--- config.mk ---
export PLATFORM = sky130hd
export DESIGN_NAME = mdc_regs
export DESIGN_NICKNAME = d
export VERILOG_FILES = /design/src/rtl/mdc_pkg.sv /design/src/rtl/mdc_regs.sv
export SDC_FILE = /design/constraint.sdc
export NUM_CORES = 1
export LEC_CHECK = 0
export BUFFER_PORTS_ARGS = -buffer_cell sky130_fd_sc_hd__clkbuf_2
export CORE_ASPECT_RATIO = 1.2
export CORE_MARGIN = 2
export CORE_UTILIZATION = 45
export DETAILED_ROUTE_END_ITERATION = 8
export PLACE_DENSITY = 0.65
export REMOVE_ABC_BUFFERS = 1
export SLEW_MARGIN = 20
export SYNTH_ARGS = -nofsm -noshare
export SYNTH_HDL_FRONTEND = slang
export SYNTH_SLANG_ARGS = --single-unit
export TNS_END_PERCENT = 1
--- constraint.sdc ---
create_clock -name clk -period 2.9 [get_ports clk]
set_clock_uncertainty 0.2 [all_clocks]
set_input_delay 0.29 -clock clk [delete_from_list [all_inputs] [get_ports clk]]
set_output_delay 0.29 -clock clk [all_outputs]
set_load 0.05 [all_outputs]
--- src/rtl/mdc_pkg.sv ---
package mdc_pkg;
	// Frame geometry
	localparam int unsigned FRAME_BITS = 24;
	localparam logic [4:0] FRAME_LEN = 5'h18;
	localparam logic [4:0] ADDR_LEN = 5'h08;
	// Frame operation codes, top two bits of the first byte
	localparam logic [1:0] OP_WRITE = 2'h0;
	localparam logic [1:0] OP_READ = 2'h1;
	localparam logic [1:0] OP_READ_CLR = 2'h2;
	localparam logic [1:0] OP_ROM = 2'h3;
	// Writable space, plus read-only read-clear status words at 11h-14h
	localparam logic [5:0] A_BRIDGE_WD = 6'h01;
	localparam logic [5:0] A_DRIVER_EC = 6'h02;
	localparam logic [5:0] A_RECOVERY_LIN = 6'h03;
	localparam logic [5:0] A_PWM_MON = 6'h04;
	localparam logic [5:0] A_OVERCURRENT = 6'h11;
	localparam logic [5:0] A_OPEN_LOAD = 6'h12;
	localparam logic [5:0] A_SUPPLY_WD_EC = 6'h13;
	localparam logic [5:0] A_LIN_THERMAL = 6'h14;
	localparam logic [5:0] A_DEVICE_CFG = 6'h3f;
	// Read-only space
	localparam logic [5:0] A_IDENTITY = 6'h00;
	localparam logic [5:0] A_VERSION = 6'h01;
	localparam logic [5:0] A_PRODUCT_A = 6'h02;
	localparam logic [5:0] A_PRODUCT_B = 6'h03;
	localparam logic [5:0] A_FRAME_FMT = 6'h3e;
	// Read-only contents; identity words are arbitrary neutral values
	localparam logic [15:0] IDENTITY_VAL = 16'h0a5a;
	localparam logic [15:0] VERSION_VAL = 16'h0001;
	localparam logic [15:0] PRODUCT_A_VAL = 16'h0b01;
	localparam logic [15:0] PRODUCT_B_VAL = 16'h0b02;
	localparam logic [15:0] FRAME_FMT_VAL = 16'h4200;
	// Reset values
	localparam logic [15:0] BRIDGE_WD_RST = 16'h0020;
	localparam logic [15:0] DRIVER_EC_RST = 16'h0000;
	localparam logic [15:0] RECOVERY_LIN_RST = 16'h0040;
	localparam logic [15:0] PWM_MON_RST = 16'h0000;
	localparam logic [15:0] DEVICE_CFG_RST = 16'h0000;
	// Writable masks; reserved and one-shot bits read zero
	localparam logic [15:0] BRIDGE_WD_MASK = 16'hfff9;
	localparam logic [15:0] TOP_RSVD_MASK = 16'h7fff;
	// Bridge and watchdog control field positions
	localparam int unsigned F_BRIDGE_LO = 6;
	localparam int unsigned F_IRQ_SHARE = 5;
	localparam int unsigned F_RST_SEL = 4;
	localparam int unsigned F_LOAD_CMP = 3;
	localparam int unsigned F_STBY_KIND = 2;
	localparam int unsigned F_STBY_CMD = 1;
	localparam int unsigned F_KICK = 0;
	// Driver and glass control field positions
	localparam int unsigned F_GLASS_EN = 0;
	localparam int unsigned F_GLASS_REF = 1;
	localparam int unsigned F_GLASS_ND = 7;
	localparam int unsigned F_PWM_EN_LO = 0;
	localparam int unsigned NUM_BRIDGES = 5;
	localparam int unsigned NUM_STATUS = 4;

	// Serial pin bundle
	typedef struct packed {
		logic csn;
		logic sck;
		logic sdi;
	} mdc_spi_in_type;

	// Whole state of the bank
	typedef struct packed {
		logic csn_q;
		logic sck_q;
		logic [4:0] cnt;
		logic [23:0] rx;
		logic [7:0] head;
		logic [15:0] rdata;
		logic sdo;
		logic sdo_en;
		logic [15:0] bridge_wd;
		logic [15:0] driver_ec;
		logic [15:0] recovery_lin;
		logic [15:0] pwm_mon;
		logic [15:0] device_cfg;
		logic [3:0][15:0] status;
		logic [4:0] hs_on;
		logic [4:0] ls_on;
		logic kick;
		logic stby_go;
		logic stby_kind;
		logic wd_off;
		logic rxd_n;
	} mdc_state_type;
endpackage

--- src/rtl/mdc_regs.sv ---
`timescale 1ns/1ns
`default_nettype none
// Function
// - Four control registers at 01h to 04h
// - Four read-clear status registers at 11h-14h
// - Read-only 3Eh holds frame format word
// - Set enable bit switches its driver on
// - PWM-enabled driver on only while PWM high
// - Both sides set gives high impedance
// - Bit 5 shares receive pin as interrupt
// - Bit selects undervoltage reset threshold level
// - Bit 3 sets watchdog off in regulator standby
// - Standby kind bit one-shot, reads zero
// - Standby command bit one-shot, reads zero
// - Second control register resets all zero
module mdc_regs (
	input wire logic clk, // 250 MHz logic clock
	input wire logic srst, // Synchronous reset, high
	input wire mdc_pkg::mdc_spi_in_type spi, // Chip select, clock, data in
	output logic spi_sdo, // Serial data out
	output logic spi_sdo_en, // Data out driven while selected
	input wire logic [3:0][15:0] status_set, // Diagnostic event pulses
	input wire logic pwm1, // PWM1 input
	input wire logic lin_rxd, // Receive data from transceiver
	input wire logic irq_request, // Interrupt condition, high
	input wire logic in_reg_standby, // Regulator-on standby active
	input wire logic icc_below_cmp, // Load current under threshold
	output logic [4:0] bridge_high_on, // High-side gates
	output logic [4:0] bridge_low_on, // Low-side gates
	output logic irq_out_n, // Shared receive/interrupt pin
	output logic reset_threshold_sel, // 0: 4.7 V, 1: 3.5 V
	output logic watchdog_off, // Watchdog held off
	output logic watchdog_kick, // Trigger pulse
	output logic standby_command, // Standby entry pulse
	output logic standby_kind_sel, // 0 battery, 1 regulator
	output logic [15:0] driver_ec_ctrl, // Second control word
	output logic [15:0] recovery_lin_ctrl, // Third control word
	output logic [15:0] pwm_monitor_ctrl // Fourth control word
);
	import mdc_pkg::*;

	////////////////////////////////////////////////////////////////////
	// Decoding for the read path (read_word) and the clear path (status_index)
	function automatic logic [15:0] read_word(input mdc_state_type s,
		input logic [1:0] op, input logic [5:0] a);
		logic [15:0] w;
		w = 16'h0000;
		if (op == OP_ROM) begin
			unique case (a)
				A_IDENTITY: w = IDENTITY_VAL;
				A_VERSION: w = VERSION_VAL;
				A_PRODUCT_A: w = PRODUCT_A_VAL;
				A_PRODUCT_B: w = PRODUCT_B_VAL;
				A_FRAME_FMT: w = FRAME_FMT_VAL;
				default: w = 16'h0000;
			endcase
		end else begin
			unique case (a)
				A_BRIDGE_WD: w = s.bridge_wd;
				A_DRIVER_EC: w = s.driver_ec;
				A_RECOVERY_LIN: w = s.recovery_lin;
				A_PWM_MON: w = s.pwm_mon;
				A_OVERCURRENT: w = s.status[0];
				A_OPEN_LOAD: w = s.status[1];
				A_SUPPLY_WD_EC: w = s.status[2];
				A_LIN_THERMAL: w = s.status[3];
				A_DEVICE_CFG: w = s.device_cfg;
				default: w = 16'h0000;
			endcase
		end
		return w;
	endfunction

	// Status word index for a status address, or 4 for none
	function automatic logic [2:0] status_index(input logic [5:0] a);
		logic [2:0] i;
		i = 3'h4;
		if (a >= A_OVERCURRENT && a <= A_LIN_THERMAL) begin
			i = 3'(a - A_OVERCURRENT);
		end
		return i;
	endfunction

	////////////////////////////////////////////////////////////////////
	// State
	mdc_state_type q; // Registered state
	mdc_state_type d; // Next state
	logic sck_rise; // Serial clock rising edge
	logic sck_fall; // Serial clock falling edge
	logic frame_end; // Chip select released
	logic frame_ok; // Exactly one full frame seen
	logic [1:0] f_op; // Operation of finished frame
	logic [5:0] f_addr; // Address of finished frame
	logic [15:0] f_data; // Data of finished frame
	logic [2:0] clr_idx; // Status word to clear
	logic [3:0][15:0] clr_mask; // Bits to clear

	////////////////////////////////////////////////////////////////////
	// Next-state logic
	always_comb begin
		d = q;
		sck_rise = !spi.csn && !q.sck_q && spi.sck;
		sck_fall = !spi.csn && q.sck_q && !spi.sck;
		frame_end = !q.csn_q && spi.csn;
		// Short or long frames are dropped whole
		frame_ok = frame_end && (q.cnt == FRAME_LEN);
		f_op = q.rx[23:22];
		f_addr = q.rx[21:16];
		f_data = q.rx[15:0];
		clr_idx = status_index(f_addr);
		clr_mask = '0;
		d.csn_q = spi.csn;
		d.sck_q = spi.sck;
		d.kick = 1'b0;
		d.stby_go = 1'b0;
		// Start of frame: header flags any pending diagnosis
		if (q.csn_q && !spi.csn) begin
			d.cnt = 5'h00;
			d.head = {(|q.status), 7'h00};
			d.sdo = |q.status;
			d.sdo_en = 1'b1;
		end
		if (spi.csn) begin
			d.sdo_en = 1'b0;
		end
		// Shift in on rising edge; saturate to flag long frames
		if (sck_rise) begin
			d.rx = {q.rx[22:0], spi.sdi};
			if (q.cnt != 5'h1f) begin
				d.cnt = q.cnt + 5'h01;
			end
			// Address complete: capture read word for the data phase
			if (q.cnt + 5'h01 == ADDR_LEN) begin
				d.rdata = read_word(q, q.rx[6:5], {q.rx[4:0], spi.sdi});
			end
		end
		// Shift out on falling edge
		if (sck_fall) begin
			if (q.cnt < ADDR_LEN) begin
				d.sdo = q.head[3'(7 - q.cnt)];
			end else if (q.cnt < FRAME_LEN) begin
				d.sdo = q.rdata[4'(23 - q.cnt)];
			end else begin
				d.sdo = 1'b0;
			end
		end
		// Register writes at the end of a valid frame
		if (frame_ok && f_op == OP_WRITE) begin
			unique case (f_addr)
				A_BRIDGE_WD: begin
					// One-shot bits never stored
					d.bridge_wd = f_data & BRIDGE_WD_MASK;
					d.kick = f_data[F_KICK] != q.bridge_wd[F_KICK];
					d.stby_go = f_data[F_STBY_CMD];
					if (f_data[F_STBY_CMD]) begin
						d.stby_kind = f_data[F_STBY_KIND];
					end
				end
				A_DRIVER_EC: d.driver_ec = f_data & TOP_RSVD_MASK;
				A_RECOVERY_LIN: d.recovery_lin = f_data & TOP_RSVD_MASK;
				A_PWM_MON: d.pwm_mon = f_data;
				A_DEVICE_CFG: begin
					d.device_cfg = f_data;
					// Either trigger bit may be used by the host
					d.kick = f_data[F_KICK] != q.device_cfg[F_KICK];
				end
				default: d.kick = 1'b0;
			endcase
		end
		// Read-clear; a new event in the same cycle survives
		if (frame_ok && f_op == OP_READ_CLR && clr_idx != 3'h4) begin
			clr_mask[2'(clr_idx)] = 16'hffff;
		end
		d.status = (q.status & ~clr_mask) | status_set;
		// Half-bridge gates; registered to keep outputs glitch free
		for (int i = 0; i < NUM_BRIDGES; i++) begin
			logic hs;
			logic ls;
			logic gate;
			hs = q.bridge_wd[F_BRIDGE_LO + 2 * i + 1];
			ls = q.bridge_wd[F_BRIDGE_LO + 2 * i];
			gate = !q.recovery_lin[F_PWM_EN_LO + i] || pwm1;
			// Both requested: neither conducts, output floats
			d.hs_on[i] = hs && !ls && gate;
			d.ls_on[i] = ls && !hs && gate;
		end
		// Pin sharing adds active-low interrupt onto receive data
		d.rxd_n = q.bridge_wd[F_IRQ_SHARE] ?
			(lin_rxd && !irq_request) : lin_rxd;
		// Bit 3 or load current under threshold holds watchdog off in regulator standby
		d.wd_off = in_reg_standby &&
			(q.bridge_wd[F_LOAD_CMP] || icc_below_cmp);
		if (srst) begin
			d = '0;
			d.csn_q = 1'b1;
			d.rxd_n = 1'b1;
			d.bridge_wd = BRIDGE_WD_RST;
			d.driver_ec = DRIVER_EC_RST;
			d.recovery_lin = RECOVERY_LIN_RST;
			d.pwm_mon = PWM_MON_RST;
			d.device_cfg = DEVICE_CFG_RST;
		end
	end

	////////////////////////////////////////////////////////////////////
	// State register
	always_ff @(posedge clk) begin
		q <= d;
	end

	////////////////////////////////////////////////////////////////////
	// Outputs, all from flops
	assign spi_sdo = q.sdo;
	assign spi_sdo_en = q.sdo_en;
	assign bridge_high_on = q.hs_on;
	assign bridge_low_on = q.ls_on;
	assign irq_out_n = q.rxd_n;
	assign reset_threshold_sel = q.bridge_wd[F_RST_SEL];
	assign watchdog_off = q.wd_off;
	assign watchdog_kick = q.kick;
	assign standby_command = q.stby_go;
	assign standby_kind_sel = q.stby_kind;
	assign driver_ec_ctrl = q.driver_ec;
	assign recovery_lin_ctrl = q.recovery_lin;
	assign pwm_monitor_ctrl = q.pwm_mon;
endmodule
`default_nettype wire

==> flow_summary.toml, run 1 <==
[cts]
cts_buffer_depth = 3
cts-htree-levels = 1
cts_buffers = 22
clkTransAtPathRegs_ns = 0.06
cts_tree = "built"
cts_root_buf = "clkbuf_16"
clk_latency_ns = 0.51
ctsResizeCount = 0
clock-sinks = 205
postCtsSetupRepairBufs = 0

[setup_path]
cp.arrival_ns = 2.79
worst-setup-path-type = "reg2reg"
cp-start-kind = "flop"
r2r-start = "q[210]"
required_ns = 3.14
endpoint_kind = "flop"
critPathMaxFanout = 14
r2r_slack_ns = 0.35
reg2reg_depth = 9
reg2reg_to = "q[165]"

[sta]
fin_crit_sh_pct = 87.9
holdWs_ns = 0.128
hold_violations = 0
slew-limit-headroom_pct = 57.3
period_needed_ns = 2.55
setup_violations = 0
tightest_slew_ns = 0.640
rsz0062_at_grt = "false"
drv_slew = 0
fmax_mhz = 392
final.setup.tns_ns = 0

[route]
drc_errors = 0
avgRoutedWirePerCell_um = 20.3
vias = 8874
drt_wl_total_um = 31500
ant_nets = 0
drt_iter0_markers = 696
dr.pass1.iters = 6
routed_via_density = 5.72

[die]
ios = 140
die-area_mm2 = 0.0220
die_h_um = 162
rows = 57
core_area_mm2 = 0.0204
die_width_um = 136
start_util_pct = 46.0

[global_route]
antenna_found_initial = 0
grt_pass1_wl_um = 48400
grt_pass1_vias = 8497
grt_start_max_net_pins = 57
grt_usage_pct = 28.1
gr-total-overflow = 0

[logic_synthesis]
ys_seq_elements = 205
synthDistinctLibCells = 74
async_reset_ff_share_pct = 0
synth_area_mm2 = 0.00939
yosysSeqAreaShare_pct = 43.7
synth-edff-count = 0
syn_area_per_cell_um2 = 8.30
synth_ff_type = "dfxtp_1"
yosysWarnings = 0
syn_inst = 1131

[final_layout]
nFillCells = 1875
fin_nets = 1353
antenna_cells = 0
final_util_pct = 56.3
synthToLayoutAreaGrowth_pct = 22.4
drive_gt1_share_pct = 19.3

[power_and_ir_drop]
powerDensity_mw_per_mm2 = 577
peakVddDrop_uv = 473
cellLeakagePower_nw = 4.47
power_mw = 6.63

[run]
cap_violations = 0

[hold_path]
min_path_type = "in2reg"
hold_depth = 4
hp-start = "spi[0]"
whs_endpoint = "f_data[0]"

[placement]
port_buffers = 137
dp_hpwl_um = 21500
globalplace.congestion = 0.960

[status]
outcome = "finished, final reports clean"
==> through the flow <==
stage,cells,setup WS (ns),instance area (µm²)
2_1_floorplan,997,0.000488,8590
3_3_place_gp,1440,0.464,9950
3_5_place_dp,1440,0.405,9950
4_1_cts,1551,0.375,11500
5_1_grt,1551,0.190,11500
6_report,1551,0.351,11500
==> cell families (layout without fill, tap and decap cells) <==
family | Yosys count | after routing | synth area share, %
AOI/OAI and AO/OA | 263 | 263 | 17.2
xor gates and xnor gates | 4 | 4 | 0.373
adders and majority gates | 9 | 9 | 1.20
buffers and inverters | 162 | 316 | 9.61
DFF | 205 | 205 | 43.7
muxes | 38 | 38 | 4.25
other | 1 | 2 | 0.0399
and+or+nand+nor | 449 | 449 | 23.7
==> power by group <==
part           total (mW)  leakage [nW]  switching [mW]  internal, mW
registers            2.97          1.67          0.0783          2.89
logic               0.442          2.39           0.240         0.203
clock network        3.22         0.405            1.16          2.06
==> synth_stat cells, drive strengths merged (7+ instances only) <==
library cell / number / share of area, %
nand2: 235 / 9.4
dfxtp: 205 / 44
a21oi: 161 / 8.6
buf: 96 / 7.0
nor2: 86 / 3.7
clkbuf: 39 / 1.6
inv: 26 / 1.0
mux2i: 23 / 2.5
nand3: 19 / 1.0
o21ai: 19 / 1.0
a22oi: 17 / 1.4
nor4: 16 / 1.5
mux2: 15 / 1.8
o2bb2ai: 13 / 1.3
and3: 12 / 0.80
a222oi: 10 / 1.1
and3b: 10 / 0.93
ha: 9 / 1.2
nand4: 9 / 0.60
nor3: 8 / 0.48
a22o: 7 / 0.65
nor3b: 7 / 0.68
o22ai: 7 / 0.47
==> layout by cell type, fill, tap and decap left out, types with 10 or more instances in the layout <==
cell	count
a21oi_1	161
a222oi_1	10
a22oi_1	17
and3_1	12
and3b_1	10
buf_4	39
clkbuf_16	23
clkbuf_2	136
dfxtp_1	205
dlygate4sd3_1	71
inv_1	26
mux2_2	15
mux2i_1	23
nand2_1	233
nand3_1	19
nor2_1	83
nor4_1	13
o21ai_0	19
o2bb2ai_1	12
==> layer usage <==
metal	vias to the layer above	share of wire, %	track usage, %	routed length, µm
li1	4148	-	-	-
met1	4249	42	36.7	13300
met2	410	47	46.4	14800
met3	67	7.6	4.71	2410
met4	0	3.2	10.6	1010
met5	-	0	0	0
==> what timing repair did <==
item	in CTS	in global routing
hold endpoints to repair	71	0
hold buffers	71	0
endpoints found under the setup margin	0	0
==> sequential cells by signal, summed over array words and instances (netlist names), 2 cells and up <==
register and cells:
f_data 16, f_addr 6, bridge_high_on 5, bridge_low_on 5, f_op 2, driver_ec_ctrl 15, q 117, recovery_lin_ctrl 15
pwm_monitor_ctrl 16
==> how the worst max path moves through the flow <==
| stage | start | to | slack [ns] | depth (start not counted) |
|---|---|---|---|---|
| floorplan | q[209] | q[164] | 0.0005 | 7 |
| global placement | q[210] | q[172] | 0.46 | 9 |
| detailed placement | q[210] | q[165] | 0.41 | 9 |
| CTS | q[210] | q[165] | 0.37 | 9 |
| global route | q[210] | q[165] | 0.19 | 9 |
| finish | q[210] | q[165] | 0.35 | 9 |
==> worst max-delay path, stage by stage, from the launching register on <==
cell and delay, ns:
dfxtp_1 0.50, ha_1 0.29, and3_1 0.18, ha_1 0.24
nand4b_1 0.19, nor2_2 0.12, buf_4 0.24, nand4b_1 0.12
buf_4 0.21, o22ai_1 0.18
==> layout make-up <==
cell class              count  area, µm²  area share, %
clock buffers              32        639           5.56
clock inverters             8        190           1.66
inverters                  27        101          0.882
multi-input cells         765       4390           38.2
flip-flops and latches    205       4100           35.7
well taps                 265        332           2.89
repair buffers            249       1740           15.1
Power figures use the tool's default switching activity.
==> run 2, diff against run 1 <==
- CORE_ASPECT_RATIO: 1.2 -> not set
==> run 2 against run 1 <==
Register-to-register slack better by 0.04 ns. Core utilization fell by 0.52 points. Worst setup slack improved by 0.036 ns. Clock-buffer cell count grew 1. First-iteration DRC count rose by 6.3%. Clock power decreased by 9.0%. Die area hardly changed. Sequential cell count unchanged. Design area shrank 1.1%. Hold slack worse by 0.090 ns. Global-route usage down 1.4 points. Final cell count about the same. Largest power group is now sequential cells. Highest routed layer is now met5.
==> flow_summary.toml, run 2 (synthesis results as in run 1) <==
[placement]
dp_hpwl_um = 20700
globalplace.congestion = 0.944
port_buffers = 137

[global_route]
grt_usage_pct = 26.7
antenna_found_initial = 1
grt_pass1_wl_um = 46700
gr-total-overflow = 0
grt_start_max_net_pins = 66
grt_pass1_vias = 8298

[die]
ios = 140
die_width_um = 148
die-area_mm2 = 0.0220
start_util_pct = 46.1
rows = 52
die_h_um = 148
core_area_mm2 = 0.0204

[final_layout]
synthToLayoutAreaGrowth_pct = 21.0
regMostFlops = "q"
largest_reg_flops = 117
final_common_cell = "nand2_1"
fin_nets = 1348
layout_common_cells = "233 x nand2_1, 205 x dfxtp_1, 161 x a21oi_1"
drive_gt1_share_pct = 19.1
antenna_cells = 0

[sta]
holdWs_ns = 0.0378
fin_crit_sh_pct = 86.7
tightest_slew_ns = 0.722
rsz0062_at_grt = "false"
drv_slew = 0
slew-limit-headroom_pct = 51.8
fmax_mhz = 398
period_needed_ns = 2.51
hold_violations = 0
final.setup.tns_ns = 0
setup_violations = 0

[cts]
cts_buffer_depth = 3
clk_latency_ns = 0.52
postCtsSetupRepairBufs = 0
ctsHoldBuffers = 70
cts_buffers = 22
cts_root_buf = "clkbuf_16"
clock-sinks = 205
ctsResizeCount = 0
clkTransAtPathRegs_ns = 0.06
cts-htree-levels = 1
cts_tree = "built"

[route]
drt_iter0_markers = 740
ant_nets = 0
drc_errors = 0
avgRoutedWirePerCell_um = 19.5
dr.pass1.iters = 6
drt_wl_total_um = 30200
routed_via_density = 5.61
vias = 8701

[setup_path]
required_ns = 3.14
cp.arrival_ns = 2.75
worst-setup-path-type = "reg2reg"
cp-start-kind = "flop"
critPathMaxFanout = 14
endpoint_kind = "flop"

[hold_path]
min_path_type = "in2reg"

[power_and_ir_drop]
power_mw = 6.33
powerDensity_mw_per_mm2 = 557
cellLeakagePower_nw = 4.40
peakVddDrop_uv = 349

[status]
outcome = "finished, final reports clean"

[run]
cap_violations = 0
-- run 2: cell count changes in the layout (fill, tap and decap cells not counted) --
cell	previous run	this run
clkinv_4	0	1
buf_12	2	1
buf_4	39	36
clkbuf_1	6	5
clkbuf_8	3	5
dlygate4sd3_1	71	70
clkinv_2	2	1
bufinv_16	6	2
clkinvlp_4	0	2
-- run 2: worst paths after layout --
path | from | end | slack [ns] | depth (start not counted)
worst max-delay path | q[210] | q[170] | 0.39 | 9
worst min-delay path | srst | driver_ec_ctrl[4] | 0.04 | 2
worst max register to register | q[210] | q[170] | 0.39 | 9
worst min register to register | q[85] | q[85] | 0.26 | 2
-- run 2: critical path, stage by stage, from the launching register on --
cell,delay [ns]
dfxtp_1,0.50
ha_1,0.30
and3_1,0.18
ha_1,0.24
nand4b_1,0.20
nor2_2,0.09
buf_4,0.23
nand4b_1,0.15
buf_4,0.20
o22ai_1,0.15
-- run 2: metrics by stage --
step / cell area [µm²] / util (%) / std cells / setup WS [ns]
after floorplan: 8590 / - / 997 / 0.000488
after global placement: 9910 / 48.7 / 1441 / 0.476
after detailed placement: 9910 / 48.7 / 1441 / 0.417
after CTS: 11400 / 55.8 / 1550 / 0.407
after global routing: 11400 / 55.8 / 1550 / 0.217
final: 11400 / 55.8 / 1550 / 0.387
-- run 2: per-layer routing --
metal | track usage [%] | vias up | routed length, µm
met4 | 8.86 | 2 | 792
met3 | 4.69 | 67 | 2380
li1 | - | 4140 | -
met2 | 40.9 | 383 | 13300
met5 | 0 | - | 11
met1 | 38.2 | 4109 | 13700
-- run 2: power by group --
group / switching [mW] / internal (mW)
clock: 1.17 / 1.76
sequential: 0.0810 / 2.89
combinational: 0.230 / 0.199
-- run 2: layout make-up --
class	count	area, µm²
Sequential cell	205	4100
Clock inverter	6	88.8
Multi-Input combinational cell	765	4390
Fill cell	1854	9000
Tap cell	270	338
Clock buffer	33	663
Inverter	27	101
Timing Repair Buffer	244	1680
